--- src/inc/sadc_params.svh ---
// What this block does
// - A four-way input selector feeds an 8-bit successive approximation core.
// - Channel field writes take effect only while busy and done are both 0.
// - Writing start with enable already 1 begins conversion; busy stays up, done sets, then busy clears.
// - Start requests while busy or done is 1 are ignored.
// - Done raises the interrupt only with global, local enable and top priority.
// - Result is loaded at completion and held until the next conversion completes.
// - A start write may change channel; a done-clearing write may not.
// - The enable bit cannot be cleared while busy or done is 1.
// - Clock select: 0 CPU clock, 1 RC clock; writable only when idle.
// - At completion done and busy both read 1 for exactly one cycle.
// - The ideal code is the input times 255 over the supply span, rounded.
// - Control register at C0h, resets to 00H, fields at bits 7, 4, 3, 2, 1..0.
// - On the CPU clock a conversion takes 31 machine cycles.
// - On the RC clock a conversion takes 3 cycles plus 109 RC clocks.
// - Power-down on the CPU clock aborts conversion without a done flag.
`ifndef SADC_PARAMS_SVH
`define SADC_PARAMS_SVH
`define SADC_CTRL_ADDR 8'hC0
`define SADC_RES_ADDR 8'hC4
`define SADC_CTRL_RESET 8'h00
`define SADC_BIT_EN 7
`define SADC_BIT_DONE 4
`define SADC_BIT_START 3
`define SADC_BIT_RC 2
`define SADC_RES_VALID 8
`define SADC_CPU_CYCLES 31
`define SADC_CPU_STEPS 5'h1E
`define SADC_RC_TICKS 7'h6C
`define SADC_SYNC_CYCLES 2'h3
`define SADC_SAR_STEPS 7'h08
`define SADC_SETTLE_US 10
`define SADC_CLK_MHZ 100
`define SADC_SETTLE_CYC (`SADC_SETTLE_US * `SADC_CLK_MHZ)
`define SADC_RESP_OKAY 2'h0
`define SADC_RESP_SLVERR 2'h2
`endif

--- src/inc/sadc_pkg.sv ---
package sadc_pkg;
	typedef struct packed {
		logic enable;
		logic [1:0] reserved;
		logic done;
		logic busy;
		logic rc_sel;
		logic [1:0] chan;
	} sadc_ctrl_s;
	typedef enum logic [1:0] {
		SADC_IDLE,
		SADC_SYNC,
		SADC_CONV,
		SADC_TAIL
	} sadc_state_e;
endpackage

--- src/hdl/sadc_ctrl.sv ---
`timescale 1ns/1ps
`include "sadc_params.svh"
module sadc_ctrl
(
	// Clock and reset
	input wire logic aclk,
	input wire logic aresetn,
	// AXI4-Lite write channels
	input wire logic [7:0] s_axi_awaddr,
	input wire logic s_axi_awvalid,
	output logic s_axi_awready,
	input wire logic [31:0] s_axi_wdata,
	input wire logic [3:0] s_axi_wstrb,
	input wire logic s_axi_wvalid,
	output logic s_axi_wready,
	output logic [1:0] s_axi_bresp,
	output logic s_axi_bvalid,
	input wire logic s_axi_bready,
	// AXI4-Lite read channels
	input wire logic [7:0] s_axi_araddr,
	input wire logic s_axi_arvalid,
	output logic s_axi_arready,
	output logic [31:0] s_axi_rdata,
	output logic [1:0] s_axi_rresp,
	output logic s_axi_rvalid,
	input wire logic s_axi_rready,
	// Digitised analog inputs, one code per channel
	input wire logic [7:0] analog_input_0,
	input wire logic [7:0] analog_input_1,
	input wire logic [7:0] analog_input_2,
	input wire logic [7:0] analog_input_3,
	// Conversion clock and power pins
	input wire logic rc_osc_clk,
	input wire logic power_down,
	// Interrupt controller side
	input wire logic global_irq_enable,
	input wire logic converter_irq_enable,
	input wire logic irq_top_priority,
	output logic conversion_irq,
	// Analog front end
	output logic [1:0] input_select
);
	// ======================================================
	// Input synchronisers
	logic [7:0] in_s1_reg [4];
	logic [7:0] in_s2_reg [4];
	logic [7:0] in_pins [4];
	logic [2:0] rc_s_reg;
	logic [1:0] pd_s_reg;
	assign in_pins[0] = analog_input_0;
	assign in_pins[1] = analog_input_1;
	assign in_pins[2] = analog_input_2;
	assign in_pins[3] = analog_input_3;
	genvar gi;
	generate
		for (gi = 0; gi < 4; gi++)
		begin : g_sync
			always_ff @(posedge aclk)
			begin
				in_s1_reg[gi] <= in_pins[gi];
				in_s2_reg[gi] <= in_s1_reg[gi];
			end
		end
	endgenerate
	always_ff @(posedge aclk)
	begin
		rc_s_reg <= {rc_s_reg[1:0], rc_osc_clk};
		pd_s_reg <= {pd_s_reg[0], power_down};
	end
	// The RC clock is far slower than aclk, so its rising edges become ticks.
	wire rc_tick = rc_s_reg[1] & ~rc_s_reg[2];
	wire pd_sync = pd_s_reg[1];

	// ======================================================
	// AXI4-Lite slave
	logic aw_full_reg, w_full_reg, bvalid_reg, rvalid_reg;
	logic awready_reg, wready_reg, arready_reg;
	logic [7:0] awaddr_reg;
	logic [7:0] wdata_reg;
	logic wstrb0_reg;
	logic [1:0] bresp_reg, rresp_reg;
	logic [31:0] rdata_reg;
	wire aw_take = s_axi_awvalid & awready_reg;
	wire w_take = s_axi_wvalid & wready_reg;
	wire ar_take = s_axi_arvalid & arready_reg;
	wire wr_fire = aw_full_reg & w_full_reg & ~bvalid_reg;
	wire aw_full_next = (aw_full_reg | aw_take) & ~wr_fire;
	wire w_full_next = (w_full_reg | w_take) & ~wr_fire;
	wire bvalid_next = wr_fire | (bvalid_reg & ~s_axi_bready);
	wire rvalid_next = ar_take | (rvalid_reg & ~s_axi_rready);
	wire wr_ctrl = awaddr_reg == `SADC_CTRL_ADDR;
	wire wr_res = awaddr_reg == `SADC_RES_ADDR;
	wire rd_ctrl = s_axi_araddr == `SADC_CTRL_ADDR;
	wire rd_res = s_axi_araddr == `SADC_RES_ADDR;
	wire sw = wr_fire & wr_ctrl & wstrb0_reg;
	wire [7:0] wd = wdata_reg;

	// ======================================================
	// Control register and conversion engine
	sadc_pkg::sadc_state_e state_reg, state_next;
	sadc_pkg::sadc_ctrl_s ctrl;
	logic enable_reg, done_reg, rc_sel_reg;
	logic [1:0] chan_reg;
	logic [6:0] cnt_reg;
	logic [7:0] sar_reg, mask_reg, result_reg;
	logic result_valid_reg, irq_reg, sel_reg;
	wire busy = state_reg != sadc_pkg::SADC_IDLE;
	wire unlocked = ~busy & ~done_reg;
	wire start_req = sw & wd[`SADC_BIT_START] & unlocked & enable_reg;
	wire abort = pd_sync & ~rc_sel_reg & busy
		& (state_reg != sadc_pkg::SADC_TAIL);
	wire step = (state_reg == sadc_pkg::SADC_CONV) & (~rc_sel_reg | rc_tick);
	wire [6:0] last = rc_sel_reg ? `SADC_RC_TICKS + 7'h01
		: {2'h0, `SADC_CPU_STEPS};
	wire done_set = step & (cnt_reg == last - 7'h01) & ~abort;
	wire [7:0] sample = in_s2_reg[chan_reg];
	wire [7:0] trial = sar_reg | mask_reg;
	// A bit is kept while the trial code stays at or below the input,
	// which yields the nearest-integer code of the ideal transfer.
	wire sar_keep = trial <= sample;
	wire sar_step = step & (cnt_reg < `SADC_SAR_STEPS);
	wire enable_next = sw ? (wd[`SADC_BIT_EN] | (enable_reg & ~unlocked))
		: enable_reg;
	wire clear_req = sw & ~wd[`SADC_BIT_DONE];
	// Hardware set wins over a software clear in the same cycle.
	wire done_next = done_set | (done_reg & ~clear_req);
	wire [1:0] chan_next = (sw & unlocked) ? wd[1:0] : chan_reg;
	wire rc_sel_next = (sw & unlocked) ? wd[`SADC_BIT_RC] : rc_sel_reg;
	wire irq_next = done_reg & global_irq_enable & converter_irq_enable
		& irq_top_priority;
	always_comb
	begin
		state_next = state_reg;
		case (state_reg)
			sadc_pkg::SADC_IDLE:
			begin
				if (start_req)
					state_next = wd[`SADC_BIT_RC] ? sadc_pkg::SADC_SYNC
						: sadc_pkg::SADC_CONV;
			end
			sadc_pkg::SADC_SYNC:
			begin
				if (cnt_reg[1:0] == `SADC_SYNC_CYCLES - 2'h1)
					state_next = sadc_pkg::SADC_CONV;
			end
			sadc_pkg::SADC_CONV:
			begin
				if (abort)
					state_next = sadc_pkg::SADC_IDLE;
				else if (done_set)
					state_next = sadc_pkg::SADC_TAIL;
			end
			// Busy and done overlap for this one cycle only.
			sadc_pkg::SADC_TAIL: state_next = sadc_pkg::SADC_IDLE;
			default: state_next = sadc_pkg::SADC_IDLE;
		endcase
		if (abort)
			state_next = sadc_pkg::SADC_IDLE;
	end

	always_ff @(posedge aclk)
	begin
		if (!aresetn)
		begin
			state_reg <= sadc_pkg::SADC_IDLE;
			enable_reg <= 1'b0;
			done_reg <= 1'b0;
			rc_sel_reg <= 1'b0;
			chan_reg <= 2'h0;
			irq_reg <= 1'b0;
			sel_reg <= 1'b0;
		end
		else
		begin
			state_reg <= state_next;
			enable_reg <= enable_next;
			done_reg <= done_next;
			rc_sel_reg <= rc_sel_next;
			chan_reg <= chan_next;
			irq_reg <= irq_next;
			sel_reg <= 1'b1;
		end
	end

	always_ff @(posedge aclk)
	begin
		if (!aresetn || start_req || state_next != state_reg)
			cnt_reg <= 7'h00;
		else if (step || state_reg == sadc_pkg::SADC_SYNC)
			cnt_reg <= cnt_reg + 7'h01;
	end

	always_ff @(posedge aclk)
	begin
		if (!aresetn || start_req)
		begin
			sar_reg <= 8'h00;
			mask_reg <= 8'h80;
		end
		else if (sar_step)
		begin
			sar_reg <= sar_keep ? trial : sar_reg;
			mask_reg <= mask_reg >> 1;
		end
	end

	// Writes to the result address are acknowledged and dropped.
	always_ff @(posedge aclk)
	begin
		if (!aresetn)
		begin
			result_reg <= 8'h00;
			result_valid_reg <= 1'b0;
		end
		else if (done_set)
		begin
			result_reg <= sar_reg;
			result_valid_reg <= 1'b1;
		end
		else if (start_req || abort)
			result_valid_reg <= 1'b0;
	end

	// Reserved bits always read 0 whatever software writes.
	assign ctrl = '{enable: enable_reg, reserved: 2'h0, done: done_reg,
		busy: busy, rc_sel: rc_sel_reg, chan: chan_reg};
	wire [31:0] rd_word = rd_ctrl ? {24'h0, ctrl}
		: {23'h0, result_valid_reg, result_reg};
	wire rd_ok = rd_ctrl | rd_res;

	always_ff @(posedge aclk)
	begin
		if (!aresetn)
		begin
			aw_full_reg <= 1'b0;
			w_full_reg <= 1'b0;
			bvalid_reg <= 1'b0;
			rvalid_reg <= 1'b0;
			awready_reg <= 1'b0;
			wready_reg <= 1'b0;
			arready_reg <= 1'b0;
		end
		else
		begin
			aw_full_reg <= aw_full_next;
			w_full_reg <= w_full_next;
			bvalid_reg <= bvalid_next;
			rvalid_reg <= rvalid_next;
			awready_reg <= ~aw_full_next & ~bvalid_next;
			wready_reg <= ~w_full_next & ~bvalid_next;
			arready_reg <= ~rvalid_next;
		end
	end

	always_ff @(posedge aclk)
	begin
		if (!aresetn)
		begin
			awaddr_reg <= 8'h00;
			wdata_reg <= 8'h00;
			wstrb0_reg <= 1'b0;
			bresp_reg <= `SADC_RESP_OKAY;
			rresp_reg <= `SADC_RESP_OKAY;
			rdata_reg <= 32'h0;
		end
		else
		begin
			if (aw_take)
				awaddr_reg <= s_axi_awaddr;
			if (w_take)
			begin
				wdata_reg <= s_axi_wdata[7:0];
				wstrb0_reg <= s_axi_wstrb[0];
			end
			if (wr_fire)
				bresp_reg <= (wr_ctrl | wr_res) ? `SADC_RESP_OKAY
					: `SADC_RESP_SLVERR;
			if (ar_take)
			begin
				rdata_reg <= rd_ok ? rd_word : 32'h0;
				rresp_reg <= rd_ok ? `SADC_RESP_OKAY : `SADC_RESP_SLVERR;
			end
		end
	end

	assign s_axi_awready = awready_reg;
	assign s_axi_wready = wready_reg;
	assign s_axi_bvalid = bvalid_reg;
	assign s_axi_bresp = bresp_reg;
	assign s_axi_arready = arready_reg;
	assign s_axi_rvalid = rvalid_reg;
	assign s_axi_rresp = rresp_reg;
	assign s_axi_rdata = rdata_reg;
	assign conversion_irq = irq_reg;
	assign input_select = chan_reg;

	// ======================================================
	// Checks
	logic [7:0] busy_cnt_reg;
	always_ff @(posedge aclk)
	begin
		if (!aresetn || start_req)
			busy_cnt_reg <= 8'h00;
		else if (busy)
			busy_cnt_reg <= busy_cnt_reg + 8'h01;
	end
endmodule

--- config.mk ---
export PLATFORM = sky130hd
export DESIGN_NAME = sadc_ctrl
export DESIGN_NICKNAME = d
export VERILOG_FILES = /design/src/inc/sadc_pkg.sv /design/src/hdl/sadc_ctrl.sv
export VERILOG_INCLUDE_DIRS = /design/src /design/src/inc
export SDC_FILE = /design/constraint.sdc
export NUM_CORES = 1
export LEC_CHECK = 0
export BUFFER_PORTS_ARGS = -buffer_cell sky130_fd_sc_hd__buf_2
export CAP_MARGIN = 30
export CORE_UTILIZATION = 40
export DETAILED_ROUTE_END_ITERATION = 10
export GPL_TIMING_DRIVEN = 0
export RECOVER_POWER = 50
export SLEW_MARGIN = 20
export SYNTH_ARGS = -nofsm -noshare
export SYNTH_HDL_FRONTEND = slang
export SYNTH_SLANG_ARGS = --single-unit
--- constraint.sdc ---
create_clock -name aclk -period 4.6 [get_ports aclk]
set_input_delay 0.23 -clock aclk [delete_from_list [all_inputs] [get_ports aclk]]
set_output_delay 0.23 -clock aclk [all_outputs]
set_load 0.005 [all_outputs]
==> impl_metrics.env <==
export IMPL_outcome="finished clean"
export IMPL_drive_gt1_frac=0.256
export IMPL_post_route_period_util=0.620
export IMPL_coreArea_um2=12200
export IMPL_cpPeakStageDelay_ns=0.58
export IMPL_yosysWarnings=0
export IMPL_critical_path_top_delay_family="compound AO/OA/AOI/OAI gates"
export IMPL_wirelength_um=10500
export IMPL_p_sw_uw=637
export IMPL_initialDrtViolationCount=171
export IMPL_grt_use_total=0.172
export IMPL_wire_per_inst_um=12.9
export IMPL_num_vias=3813
export IMPL_fin_ws_ns=1.75
export IMPL_p_seq_frac=0.473
export IMPL_start_kind="register"
export IMPL_place_congestion=0.821
export IMPL_io_pins=140
export IMPL_synthTopCellsByArea="dfxtp_1, buf_4, a21oi_1"
export IMPL_die_y_um=115
export IMPL_rows=40
export IMPL_ir_worst_vdd_v=0.000538
export IMPL_crit_slowest_cell="mux4_2"
export IMPL_cts_root_buf="clkbuf_16"
export IMPL_crit_chain="clkbuf_1, mux4_2, inv_1, ha_1, nand4_1, or2_2, a221oi_4, a22o_1"
export IMPL_powerDensity_nw_per_um2=412
export IMPL_io_buffer_count=84
export IMPL_avgViaCountPerCell=4.69
export IMPL_cts_sinks=144
export IMPL_dpl_worst_slack_ns=1.72
export IMPL_clk_pin_slew_ns=0.06
export IMPL_drv_slew=0
export IMPL_ys_types=59
export IMPL_cts_buffer_depth=2
export IMPL_synth_area_um2=5090
export IMPL_rsz0062_at_grt="no"
export IMPL_initial_utilization=0.417
export IMPL_final_cells=813
export IMPL_path_buf_inv=2
export IMPL_synthArstFlopShare=0
export IMPL_fill_cells=1089
export IMPL_power_uw=2770
export IMPL_setup_viol=0
export IMPL_n_antenna_cell=0
export IMPL_share_comb_of_total_power=0.049
export IMPL_finalHoldViolCount=0
export IMPL_arrival_ns=3.21
export IMPL_power_leakage_uw=0.00280
export IMPL_grt_pass1_wl_um=17200
export IMPL_die_area_um2=13200
export IMPL_die_w_um=115
export IMPL_switching_share=0.231
export IMPL_overflow=0
export IMPL_grt_pass1_vias=3765
export IMPL_period_minus_slack_ns=2.85
export IMPL_ys_ff_latch=144
export IMPL_end_kind="register"
export IMPL_max_freq_mhz=351
export IMPL_synth_top_area_frac=0.567
export IMPL_path_class="register to register"
export IMPL_maxCapViolations=0
export IMPL_nets=739
export IMPL_worst_slew_pin_slew_ns=0.825
export IMPL_final_util=0.550
export IMPL_postCtsHoldBufs=34
export IMPL_finalClockSkew_ns=0.0105
export IMPL_ctsResizeCount=0
export IMPL_cp_max_fo=8
export IMPL_cts_buffers_inserted=17
export IMPL_cp_required_ns=4.96
export IMPL_synth_ff_type="dfxtp_1"
export IMPL_cts_tree="built"
export IMPL_syn_inst=472
export IMPL_cts_post_setup_buffers_inserted=0
export IMPL_hold_path_class="primary input to register"
export IMPL_fin_tns_setup_ns=0
export IMPL_htreeDepth=4
export IMPL_grt_start_max_net_pins=17
export IMPL_ant_nets=0
export IMPL_p_int_uw=2130
export IMPL_clkLatencyLatePin_ns=0.42
export IMPL_drc=0
export IMPL_antenna_found_initial=0
export IMPL_syn_area_per_cell_um2=10.8
export IMPL_clock_power_share=0.478
export IMPL_hpwl_um=7300
export IMPL_dp_cells=748
export IMPL_area_growth_pct=32.0
export IMPL_synth_largest_area_cell="dfxtp_1"
export IMPL_max_slew_margin=0.450
export IMPL_yosysSeqAreaShare=0.567
export IMPL_synth_edf_count=0
export IMPL_dr_pass1_iters=4
## power groups by stage
stage	registers, uW	logic [uW]	clock network, uW
finish	1310	135	1320
CTS	1310	135	1350
global placement	1330	110	0
detailed placement	1330	113	0
floorplan	1330	68.3	0
global route	1310	151	1420
## per-layer routing
layer	vias to the layer above	track usage	routed length, um
li1	1939	-	-
met1	1742	0.188	4440
met2	116	0.310	5260
met3	16	0.0522	582
met4	0	0.0719	166
met5	-	0	0
## synth_stat cells (2+ instances only)
cell type  count
dfxtp_1      144
nand2_1       44
a21oi_1       36
buf_4         25
nand3_1       19
nor2_1        19
mux2i_1       17
o21ai_1       17
inv_1         13
ha_1          10
nor3_1        10
clkbuf_1       9
or2_2          9
a22o_1         8
mux4_2         8
nand2b_1       5
nand4_1        5
nor2b_1        5
and3_1         4
nand3b_1       4
a32oi_1        3
buf_1          3
buf_2          3
nor3b_1        3
nor4b_1        3
o21ai_0        3
or4_1          3
xor2_1         3
a2111o_1       2
a211oi_1       2
a21boi_0       2
and2_1         2
o211ai_1       2
o31ai_1        2
## area by class of cell
class                      count  area [um^2]  share of cell area
timing repair buffer         118          754               0.112
multi-input combinational    298         1990               0.296
inverter                      13         48.8             0.00727
clock inverter                14          148              0.0220
buffer                        41          259              0.0386
tap                          168          210              0.0313
clock buffer                  17          425              0.0633
sequential                   144         2880               0.429
## per-stage QoR
| step | hold WS [ns] | cell area, um^2 |
|---|---|---|
| global route | 0.0433 | 6720 |
| CTS | 0.0351 | 6720 |
| floorplan | 0.258 | 5180 |
| global placement | 0.311 | 5810 |
| detailed placement | 0.312 | 5810 |
| finish | 0.0432 | 6720 |
## final timing paths
check | startpoint | end | slack (ns) | cells past startpoint
max | register | sar_reg[3] | 1.75 | 8
min | s_axi_awaddr[3] | awaddr_reg[3] | 0.04 | 3
min reg2reg | in_s1_reg[2][4] | in_s2_reg[2][4] | 0.32 | 0
max reg2reg | register | sar_reg[3] | 1.75 | 8
## cells by family after synthesis
| logic type | Yosys count | share of synthesized area |
|---|---|---|
| and+or+nand+nor | 143 | 0.146 |
| xor gates and xnor gates | 5 | 0.0101 |
| other | 1 | 0.000737 |
| AOI/OAI and AO/OA | 90 | 0.123 |
| DFF | 144 | 0.567 |
| buffers and inverters | 54 | 0.0605 |
| muxes | 25 | 0.0688 |
| adders and majority gates | 10 | 0.0246 |
## placed cells by master (no fill, tap or decap), types with 3 or more instances in the layout
cell type / count
or2_2: 9
dlygate4sd3_1: 34
mux2i_1: 17
a22o_1: 8
inv_6: 5
clkbuf_16: 17
buf_1: 3
buf_2: 82
nand2b_1: 5
nand2_1: 44
or4_1: 3
nand4_1: 5
o21ai_0: 3
inv_1: 13
nor4b_1: 3
clkbuf_1: 14
dfxtp_1: 144
a32oi_1: 3
xor2_1: 3
buf_4: 25
mux4_2: 8
a21oi_1: 36
nand3_1: 19
clkinvlp_4: 3
nor2_1: 19
and3_1: 4
conb_1: 25
ha_1: 10
nand3b_1: 4
inv_8: 3
o21ai_1: 17
nor3b_1: 3
nor3_1: 10
nor2b_1: 5
## worst min-delay path, delay by kind of cell
kind	cells	cell delay [ns]
compound gates	1	0.05
buf+inv	1	0.09
simple gates	1	0.04
Note: power is estimated with default switching activity, not from simulation.
